## src/rtl/boc_pkg.sv

```systemverilog
// Constants and types shared by the byte operation controller
package boc_pkg;

  localparam int BOC_IW = 12;
  localparam int BOC_FW = 5;
  localparam int BOC_DW = 8;
  localparam int BOC_AW = 8;
  localparam int BOC_NIB = 4;

  // Opcode match masks and values
  localparam logic [11:0] BOC_MASK_FD  = 12'hfc0;
  localparam logic [11:0] BOC_MASK_F   = 12'hfe0;
  localparam logic [11:0] BOC_ADD_VAL  = 12'h1c0;
  localparam logic [11:0] BOC_AND_VAL  = 12'h140;
  localparam logic [11:0] BOC_CLEAR_FILE_VAL = 12'h060;

  localparam int BOC_D_BIT = 5;

  localparam logic [4:0] BOC_INDIRECT_SLOT = 5'h00;
  localparam logic [4:0] BOC_SFR_LIMIT     = 5'h08;
  localparam logic [4:0] BOC_STATUS_ADDR   = 5'h03;
  localparam logic [7:0] BOC_CLEAR_VALUE   = 8'h00;

  localparam int BOC_FLAG_C  = 0;
  localparam int BOC_FLAG_DC = 1;
  localparam int BOC_FLAG_Z  = 2;
  localparam logic [2:0] BOC_FLAGS_ALL  = 3'h7;
  localparam logic [2:0] BOC_FLAGS_Z    = 3'h4;
  localparam logic [2:0] BOC_FLAGS_NONE = 3'h0;

  // Register map
  localparam logic [7:0] BOC_ADDR_CTRL  = 8'h00;
  localparam logic [7:0] BOC_ADDR_STAT  = 8'h04;
  localparam logic [7:0] BOC_ADDR_COUNT = 8'h08;
  localparam int BOC_CTRL_RUN_BIT = 0;
  localparam logic [31:0] BOC_RD_ZERO = 32'h0000_0000;

  typedef enum logic [1:0] {BOC_OP_NONE, BOC_OP_ADD, BOC_OP_AND, BOC_OP_CLR} boc_op_t;
  typedef enum logic {BOC_HALT, BOC_EXEC} boc_state_t;

  typedef struct packed {
    logic       acc_write;
    logic       file_write;
    logic       addr_indirect;
    logic       operand_sfr;
    logic [4:0] file_addr;
    logic [2:0] flag_write;
    logic [2:0] flag_value;
    logic [7:0] result;
    logic       instr_latch_strobe;
    logic       counter_advance;
  } boc_ctrl_t;

  localparam boc_ctrl_t BOC_CTRL_IDLE = '0;

endpackage

```

## src/rtl/boc_controller.sv

```systemverilog
// Byte operation controller: decode, datapath strobes, ALU and APB registers
//
// How it works
// - Decode instruction register word and drive datapath controls for it.
// - Add sums accumulator and file; d=0 to accumulator, d=1 to file.
// - Add updates zero, carry and digit carry flags from its result.
// - File field zero takes address from indirect pointer, else field directly.
// - Second operand from special register path below address 8, else RAM.
// - Address select picks direct address unless field hits indirect slot.
// - All controls set on falling edge; target captures on next rising edge.
// - Same cycle strobes instruction latch and advances the program counter.
// - Target strobe chosen from opcode and destination field; address from file field and pointer.
// - All file registers take the result bus; one strobe picks destination.
// - Flag values and matching flag strobes presented per instruction word.
// - AND ands accumulator with file, stores per d, updates zero only.
// - All file/destination instructions share one setup and target routine.
// - Clear-file writes zero to addressed file, sets zero flag only.
// - Clear-file handled as destination bit fixed at one.
// - Status register as target suppresses flag write strobes.
`timescale 1ns/10ps
module boc_controller
  import boc_pkg::*;
#(
  parameter int PTR_W = BOC_DW
) (
  input  wire logic              clock_i,
  input  wire logic              rst_i,
  input  wire logic [BOC_IW-1:0] instr_word_bus_i,
  input  wire logic [PTR_W-1:0]  indirect_pointer_register_i,
  input  wire logic [BOC_DW-1:0] accumulator_i,
  input  wire logic [BOC_DW-1:0] sfr_data_i,
  input  wire logic [BOC_DW-1:0] ram_data_i,
  input  wire logic              psel_i,
  input  wire logic              penable_i,
  input  wire logic              pwrite_i,
  input  wire logic [BOC_AW-1:0] paddr_i,
  input  wire logic [31:0]       pwdata_i,
  output logic      [31:0]       prdata_o,
  output logic                   pready_o,
  output logic                   pslverr_o,
  output boc_ctrl_t              ctrl_o
);

  function automatic boc_op_t decode_op(input logic [BOC_IW-1:0] w);
    if ((w & BOC_MASK_FD) == BOC_ADD_VAL) begin
      return BOC_OP_ADD;
    end else if ((w & BOC_MASK_FD) == BOC_AND_VAL) begin
      return BOC_OP_AND;
    end else if ((w & BOC_MASK_F) == BOC_CLEAR_FILE_VAL) begin
      return BOC_OP_CLR;
    end
    return BOC_OP_NONE;
  endfunction

  // Effective file address: pointer when the field names the indirect slot
  function automatic logic [BOC_FW-1:0] eff_addr(input logic [BOC_IW-1:0] w,
                                                 input logic [PTR_W-1:0]  p);
    if (w[BOC_FW-1:0] == BOC_INDIRECT_SLOT) begin
      return p[BOC_FW-1:0];
    end
    return w[BOC_FW-1:0];
  endfunction

  function automatic logic dest_file(input logic [BOC_IW-1:0] w);
    return (decode_op(w) == BOC_OP_CLR) ? 1'b1 : w[BOC_D_BIT];
  endfunction

  boc_state_t        state_ff;
  boc_state_t        nxt_state;
  boc_ctrl_t         ctrl_ff;
  boc_ctrl_t         nxt_ctrl;
  logic              run_ff;
  logic              nxt_run;
  logic [31:0]       count_ff;
  logic [31:0]       nxt_count;
  boc_op_t           last_op_ff;
  boc_op_t           nxt_last_op;
  logic [31:0]       prdata_ff;
  logic [31:0]       nxt_prdata;
  logic              pready_ff;
  logic              nxt_pready;
  logic              pslverr_ff;
  logic              nxt_pslverr;
  boc_op_t           cur_op;
  logic [BOC_FW-1:0] cur_addr;
  logic              cur_dest;
  logic [BOC_DW-1:0] operand;
  logic [BOC_DW:0]   sum_wide;
  logic [BOC_NIB:0]  nib_sum;

  assign cur_op   = decode_op(instr_word_bus_i);
  assign cur_addr = eff_addr(instr_word_bus_i, indirect_pointer_register_i);
  assign cur_dest = dest_file(instr_word_bus_i);
  assign operand  = (cur_addr < BOC_SFR_LIMIT) ? sfr_data_i : ram_data_i;
  assign sum_wide = {1'b0, accumulator_i} + {1'b0, operand};
  assign nib_sum  = {1'b0, accumulator_i[BOC_NIB-1:0]} + {1'b0, operand[BOC_NIB-1:0]};

  // Execution controls, set up on the falling edge
  always_comb begin
    nxt_ctrl = BOC_CTRL_IDLE;
    if (state_ff == BOC_EXEC) begin
      nxt_ctrl.instr_latch_strobe = 1'b1;
      nxt_ctrl.counter_advance    = 1'b1;
      if (cur_op != BOC_OP_NONE) begin
        // Shared target load routine for every file/destination op
        nxt_ctrl.addr_indirect =
          (instr_word_bus_i[BOC_FW-1:0] == BOC_INDIRECT_SLOT);
        nxt_ctrl.file_addr   = cur_addr;
        nxt_ctrl.operand_sfr = (cur_addr < BOC_SFR_LIMIT);
        nxt_ctrl.acc_write   = ~cur_dest;
        nxt_ctrl.file_write  = cur_dest;
        case (cur_op)
          BOC_OP_ADD: begin
            nxt_ctrl.result                 = sum_wide[BOC_DW-1:0];
            nxt_ctrl.flag_write             = BOC_FLAGS_ALL;
            nxt_ctrl.flag_value[BOC_FLAG_C] = sum_wide[BOC_DW];
            nxt_ctrl.flag_value[BOC_FLAG_DC] = nib_sum[BOC_NIB];
          end
          BOC_OP_AND: begin
            nxt_ctrl.result     = accumulator_i & operand;
            nxt_ctrl.flag_write = BOC_FLAGS_Z;
          end
          BOC_OP_CLR: begin
            nxt_ctrl.result     = BOC_CLEAR_VALUE;
            nxt_ctrl.flag_write = BOC_FLAGS_Z;
          end
          default: begin
            nxt_ctrl.result = BOC_CLEAR_VALUE;
          end
        endcase
        nxt_ctrl.flag_value[BOC_FLAG_Z] = (nxt_ctrl.result == BOC_CLEAR_VALUE);
        if (cur_dest && cur_addr == BOC_STATUS_ADDR) begin
          nxt_ctrl.flag_write = BOC_FLAGS_NONE;
        end
      end
    end
  end

  always_ff @(negedge clock_i or posedge rst_i) begin
    if (rst_i) begin
      ctrl_ff <= BOC_CTRL_IDLE;
    end else begin
      ctrl_ff <= nxt_ctrl;
    end
  end

  // Run state and execution bookkeeping on the rising edge
  always_comb begin
    nxt_state   = state_ff;
    nxt_count   = count_ff;
    nxt_last_op = last_op_ff;
    case (state_ff)
      BOC_HALT: begin
        if (run_ff) begin
          nxt_state = BOC_EXEC;
        end
      end
      BOC_EXEC: begin
        if (!run_ff) begin
          nxt_state = BOC_HALT;
        end
      end
      default: begin
        nxt_state = BOC_HALT;
      end
    endcase
    if (ctrl_ff.instr_latch_strobe) begin
      nxt_count   = count_ff + 32'h0000_0001;
      nxt_last_op = cur_op;
    end
  end

  // APB slave: one wait-free access phase, error on unmapped offsets
  always_comb begin
    nxt_run     = run_ff;
    nxt_prdata  = prdata_ff;
    nxt_pready  = psel_i && !penable_i;
    nxt_pslverr = 1'b0;
    if (psel_i && !penable_i) begin
      nxt_prdata = BOC_RD_ZERO;
      case (paddr_i)
        BOC_ADDR_CTRL: begin
          nxt_prdata[BOC_CTRL_RUN_BIT] = run_ff;
        end
        BOC_ADDR_STAT: begin
          nxt_prdata[2:0] = {last_op_ff, state_ff};
        end
        BOC_ADDR_COUNT: begin
          nxt_prdata = count_ff;
        end
        default: begin
          nxt_pslverr = 1'b1;
        end
      endcase
    end
    if (psel_i && penable_i && pready_ff && pwrite_i && paddr_i == BOC_ADDR_CTRL) begin
      nxt_run = pwdata_i[BOC_CTRL_RUN_BIT];
    end
    if (psel_i && penable_i && pready_ff) begin
      nxt_pslverr = 1'b0;
    end else if (!(psel_i && !penable_i)) begin
      nxt_pslverr = pslverr_ff;
    end
  end

  always_ff @(posedge clock_i or posedge rst_i) begin
    if (rst_i) begin
      state_ff   <= BOC_HALT;
      count_ff   <= 32'h0000_0000;
      last_op_ff <= BOC_OP_NONE;
      run_ff     <= 1'b0;
      prdata_ff  <= 32'h0000_0000;
      pready_ff  <= 1'b0;
      pslverr_ff <= 1'b0;
    end else begin
      state_ff   <= nxt_state;
      count_ff   <= nxt_count;
      last_op_ff <= nxt_last_op;
      run_ff     <= nxt_run;
      prdata_ff  <= nxt_prdata;
      pready_ff  <= nxt_pready;
      pslverr_ff <= nxt_pslverr;
    end
  end

  assign ctrl_o    = ctrl_ff;
  assign prdata_o  = prdata_ff;
  assign pready_o  = pready_ff;
  assign pslverr_o = pslverr_ff;
endmodule

```

## config.mk

```make
export PLATFORM = sky130hd
export DESIGN_NAME = boc_controller
export DESIGN_NICKNAME = d
export VERILOG_FILES = /design/src/rtl/boc_pkg.sv /design/src/rtl/boc_controller.sv
export SDC_FILE = /design/constraint.sdc
export NUM_CORES = 1
export LEC_CHECK = 0
export ABC_AREA = 1
export BUFFER_PORTS_ARGS = -buffer_cell sky130_fd_sc_hd__buf_4
export CORE_UTILIZATION = 46
export DETAILED_ROUTE_END_ITERATION = 7
export PLACE_DENSITY_LB_ADDON = 0.05
export SKIP_LAST_GASP = 1
export SYNTH_ARGS = -nofsm -noshare
export SYNTH_HDL_FRONTEND = slang
export SYNTH_SLANG_ARGS = --single-unit
export TNS_END_PERCENT = 100
```

## constraint.sdc

```tcl
create_clock -name clock_i -period 3.15 [get_ports clock_i]
set_input_delay 0.63 -clock clock_i [delete_from_list [all_inputs] [get_ports clock_i]]
set_output_delay 0.63 -clock clock_i [all_outputs]
set_load 0.05 [all_outputs]
```

# == Word level (Yosys, flattened, before mapping) ==
# Index checks and enable logic that the tools add are counted.
# totals
ff_bits,95
inputBits,89
output_inout_bits,59
elab_cells,73
# op_classes
add_sub_neg,3
magnitude_cmp,1
n_eq_ne,9
muxes,27
bitwise,2
reduce_logical,14
# op_table
cell,count
adder 32 x 1 -> 32 bit (second input constant),1
2-to-1 mux 29 bit,1
2-to-1 mux 25 bit,1
2-to-1 mux 8 bit,3
2-to-1 mux 23 bit,1
zero test 8 bit,2
case mux 8 bit (2 select lines),1
equality test 6 x 3 -> 1 bit (second input constant),2
2-to-1 mux 2 bit,5
2-to-1 mux 5 bit,2
adder 8 x 8 -> 9 bit,1
2-to-1 mux 1 bit,9
bitwise AND 8 bit,1
equality test 8 x 3 -> 1 bit (second input constant),1
equality test 8 x 4 -> 1 bit (second input constant),1
equality test 7 x 2 -> 1 bit (second input constant),1
logical AND 1 bit,6
case mux 3 bit (2 select lines),1
adder 4 x 4 -> 5 bit,1
equality test 5 x 2 -> 1 bit (second input constant),1
zero test 5 bit,1
less-than comparator 5 x 4 -> 1 bit (second input constant),1
equality test 2 bit (second input constant),2
case mux 2 bit (2 select lines),1
other kinds (8),9

# == Logic depth before layout (Yosys ltp) ==
# logic_depth
ltp_word,12
mapped_depth,19
mapped_depth_nobuf,19

==> qor_table.md <==
| Group | Metric | This run |
|:---|:---|:---|
| timing | Final setup violation count | 16 |
| detailed routing | Routed length per instance | 12.6 µm |
| detailed routing | Via Count | 4259 |
| power and ir drop | Worst-case vdd ir drop | 0.000194 V |
| timing | Final count of hold timing violations | 0 |
| global routing | Vias in the first global route | 4046 |
| timing | Worst setup skew after layout | 0.0233 ns |
| power and ir drop | Net Sw Power | 591 µW |
| floorplanning | Count of boundary I/O pins | 148 |
| yosys | Number of synthesized flops with an enable pin | 0 |
| clocking | Buffers from clock root to sink, at most | 2 |
| placement | Placement Cell Area | 6090 µm² |
| clocking | Clock-pin slew on the worst setup and hold paths | 0.09 ns |
| clocking | CTS tree | yes |
| yosys | Share of flip-flops with an asynchronous set or reset after synthesis | 100% |
| final layout | Growth of design area from synthesis to finish | 45.4% |
| placement | Worst setup slack before clock tree synthesis | -1.20 ns |
| floorplanning | Starting density of the core | 47.4% |
| global routing | Global router's overall resource usage | 21.9% |
| timing | Max Transition Viols Final | 0 |
| critical path | Worst EP arrival | 2.63 ns |
| detailed routing | DRT antenna net count | 0 |
| critical path | Required time of the critical path | 1.75 ns |
| timing | Slew Limit Headroom | 50.7% |
| floorplanning | Area of the placeable core | 9770 µm² |
| clocking | TritonCTS sink count | 93 |
| global routing | Gr ovfl total | 0 |
| floorplanning | Die X-Extent | 102 µm |
| yosys | Netlist area before placement | 4630 µm² |
| critical path | Buffers plus inverters on the worst setup path | 4 |
| yosys | Register area share after synthesis | 50.2% |
| critical path | Largest delay contributor family on the critical path | simple AND/OR/NAND/NOR gates |
| clocking | Hold_buf cts | 0 |
| floorplanning | Die extent in y | 102 µm |
| final layout | Final antenna diode count | 0 |
| critical path | CP startpoint kind | primary input |
| yosys | Synthesized Nets | 648 |
| yosys | Yosys warning total | 0 |
| run | Number of violations of the max-capacitance limit | 0 |
| final layout | # nets final | 832 |
| placement | Post-detail-place hpwl | 7980 µm |
| timing | Final critical-path setup slack | -0.885 ns |
| yosys | Unique masters post-synth | 37 |
| floorplanning | Row Count | 36 |
| detailed routing | Vias per cell | 4.89 |
| global routing | Number of antenna violations at the first check in global routing | 0 |
| floorplanning | Die Footprint | 10500 µm² |
| clocking | Maximum level of the CTS H-tree | 3 |
| final layout | Share of post-route cells with drive strength above 1 | 38.8% |
| power and ir drop | Cell internal pwr | 1.74 mW |
| final layout | Count of placed standard cells in the final layout, fillers left out | 871 |
| clocking | Clock Latency Late Sink | 0.35 ns |
| timing | Pin slew with the least headroom to its limit | 0.740 ns |
| clocking | Clock buffer count from CTS | 9 |
| clocking | Root cell of the clock tree | sky130_fd_sc_hd__clkbuf_8 |
| power and ir drop | Total leakage power | 3.48 nW |
| global routing | First-pass GRT wire length | 17800 µm |
| detailed routing | DRC violations left | 0 |
| critical path | CP max FO | 3 |
| final layout | Leading cell types in the layout, fill and taps excluded | sky130_fd_sc_hd__buf_4 (159), sky130_fd_sc_hd__nand2_1 (154), sky130_fd_sc_hd__dfrtp_1 (70), sky130_fd_sc_hd__inv_1 (42), sky130_fd_sc_hd__nor2_1 (36) |
| critical path | Kind of critical path | primary input to flip-flop |
| power and ir drop | Combinational share of power | 15.0% |
| timing | Hold WS | 0.359 ns |
| yosys | Post-synthesis instance total | 549 |
| final layout | Final-layout fill cell count | 791 |
| worst hold path | Classification of the worst-slack hold path | primary input to async pin |
| yosys | Flip-flop and latch count after synthesis | 93 |
| timing | Unrepaired setup endpoints after global routing | yes |
| critical path | Highest-delay cell along the critical path | sky130_fd_sc_hd__fa_2 |
| power and ir drop | Power Density | 346 nW/µm² |
| critical path | Crit end category | flip-flop |
| placement | Port buffer count | 113 |
| status | Violations in the final reports | setup timing |
| final layout | Final core utilization | 68.9% |
| detailed routing | 1st-iter DRT viols | 122 |
| critical path | Delay contributed by the slowest stage of the critical path | 0.43 ns |
| yosys | Flip-flop cell with the highest count after synthesis | sky130_fd_sc_hd__dfrtp_1 |
| final layout | Most common library cell in the layout ignoring fill and taps | sky130_fd_sc_hd__buf_4 |
| global routing | Pin count of the biggest net entering global routing | 62 |
| power and ir drop | Clock share of power | 33.2% |
| power and ir drop | Sequential power share | 51.8% |
| yosys | Average size of a mapped cell | 8.44 µm² |
| power and ir drop | Net switching fraction of the power | 25.4% |
| detailed routing | Total Wirelength | 11000 µm |
| status | Outcome | complete, but fails checks |
| critical path | Cell mode on critical path | sky130_fd_sc_hd__nand2_2 |
| placement | RD Place Congestion | 0.848 |
| final layout | Total non-filler cell area in the finished layout | 6740 µm² |
| critical path | Cell breakdown of the critical path | buf_8 -> nor2_4 -> nand3_4 -> o21bai_1 -> inv_1 -> nand2_2 -> inv_4 -> nand2_2 -> nand2_2 -> ha_4 -> fa_2 -> buf_6 -> nand3_4 -> nand3_2 -> nand2_2 -> nand2_1 -> a21oi_1 -> nor2_1 |
| detailed routing | Iteration count of the initial detailed-routing pass | 4 |
| placement | Inst Count DP | 829 |
## state kept, by name, indices dropped and copies added, names as in the netlist
register / count
count_ff: 32
ctrl_o: 23
last_op_ff: 2
prdata_o: 32
pready_o: 1
pslverr_o: 1
run_ff: 1
state_ff: 1
## power by group through the flow
stage / Combinational, mW / Sequential, mW / Clock [mW]
floorplan: 0.150 / 1.24 / 0
global placement: 0.290 / 1.23 / 0
detailed placement: 0.295 / 1.23 / 0
CTS: 0.336 / 1.21 / 0.799
global route: 0.388 / 1.21 / 0.839
finish: 0.350 / 1.21 / 0.773
## cell usage after synthesis (all sizes together) (2+ instances only)
master	count	area [µm²]
nor4	4	31.3
clkbuf	10	47.5
a21oi	16	80.1
o21ai	28	140
xor2	21	184
ha	9	113
clkinv	2	7.51
xnor2	10	87.6
dfrtn	23	576
nor2	50	230
nand3	26	140
inv	53	199
nand4	13	103
buf	2	15.0
nand2	184	706
nand3b	6	57.6
nor3	10	66.3
dfrtp	70	1750
o31ai	6	45.0
## final timing paths
check / slack (ns) / startpoint / cells past startpoint / endpoint
min: 0.36 / rst_i / 2 / run_ff$_DFFE_PP0P_
max: -0.88 / instr_word_bus_i[2] / 18 / ctrl_o[10]$_DFF_NP0_
min reg2reg: 0.42 / run_ff$_DFFE_PP0P_ / 0 / state_ff$_DFF_PP0_
max in group asynchronous: 0.92 / rst_i / 2 / ctrl_o[7]$_DFF_NP0_
max reg2reg: 0.04 / ctrl_o[0]$_DFF_NP0_ / 10 / count_ff[27]$_DFFE_PP0P_
min in group clock_i: 0.42 / run_ff$_DFFE_PP0P_ / 0 / state_ff$_DFF_PP0_
## per-stage QoR
stage | power, mW | setup TNS, ns
floorplan | 1.39 | -13.75
global placement | 1.52 | -11.45
detailed placement | 1.53 | -12.82
CTS | 2.34 | -7.83
global route | 2.44 | -10.14
finish | 2.33 | -8.82
## area by class of cell
| cell class | count | area, µm² | area share (%) |
|---|---|---|---|
| flip-flops and latches | 93 | 2330 | 34.5 |
| multi-input cells | 389 | 2340 | 34.8 |
| clock buffers | 11 | 131 | 1.95 |
| well taps | 133 | 166 | 2.47 |
| clock inverters | 5 | 60.1 | 0.891 |
| repair buffers | 185 | 1500 | 22.2 |
| inverters | 55 | 213 | 3.16 |
## per-layer routing
layer  part of all wire [%]  up-vias  track usage, %
li1                       -     2133               -
met1                     40     1994            24.5
met2                     52      111            40.0
met3                    5.2       21            4.65
met4                    2.2        0            9.34
met5                      0        -               0
## cells by family after synthesis
logic type | count (synthesis) | share of synthesized area (%)
flops | 93 | 50.2
xor+xnor | 31 | 5.86
buf+inv | 67 | 5.80
simple gates | 295 | 29.1
fa+ha+maj | 10 | 2.86
compound gates | 53 | 6.16
## what timing repair did
item	in CTS	in global routing
buffers inserted	17	10
pin swaps	41	24
resized for setup	44	30
endpoints found under the setup margin	18	38
cloned	0	0
endpoints found under the hold margin	0	0
(Power assumes the default switching activity.)
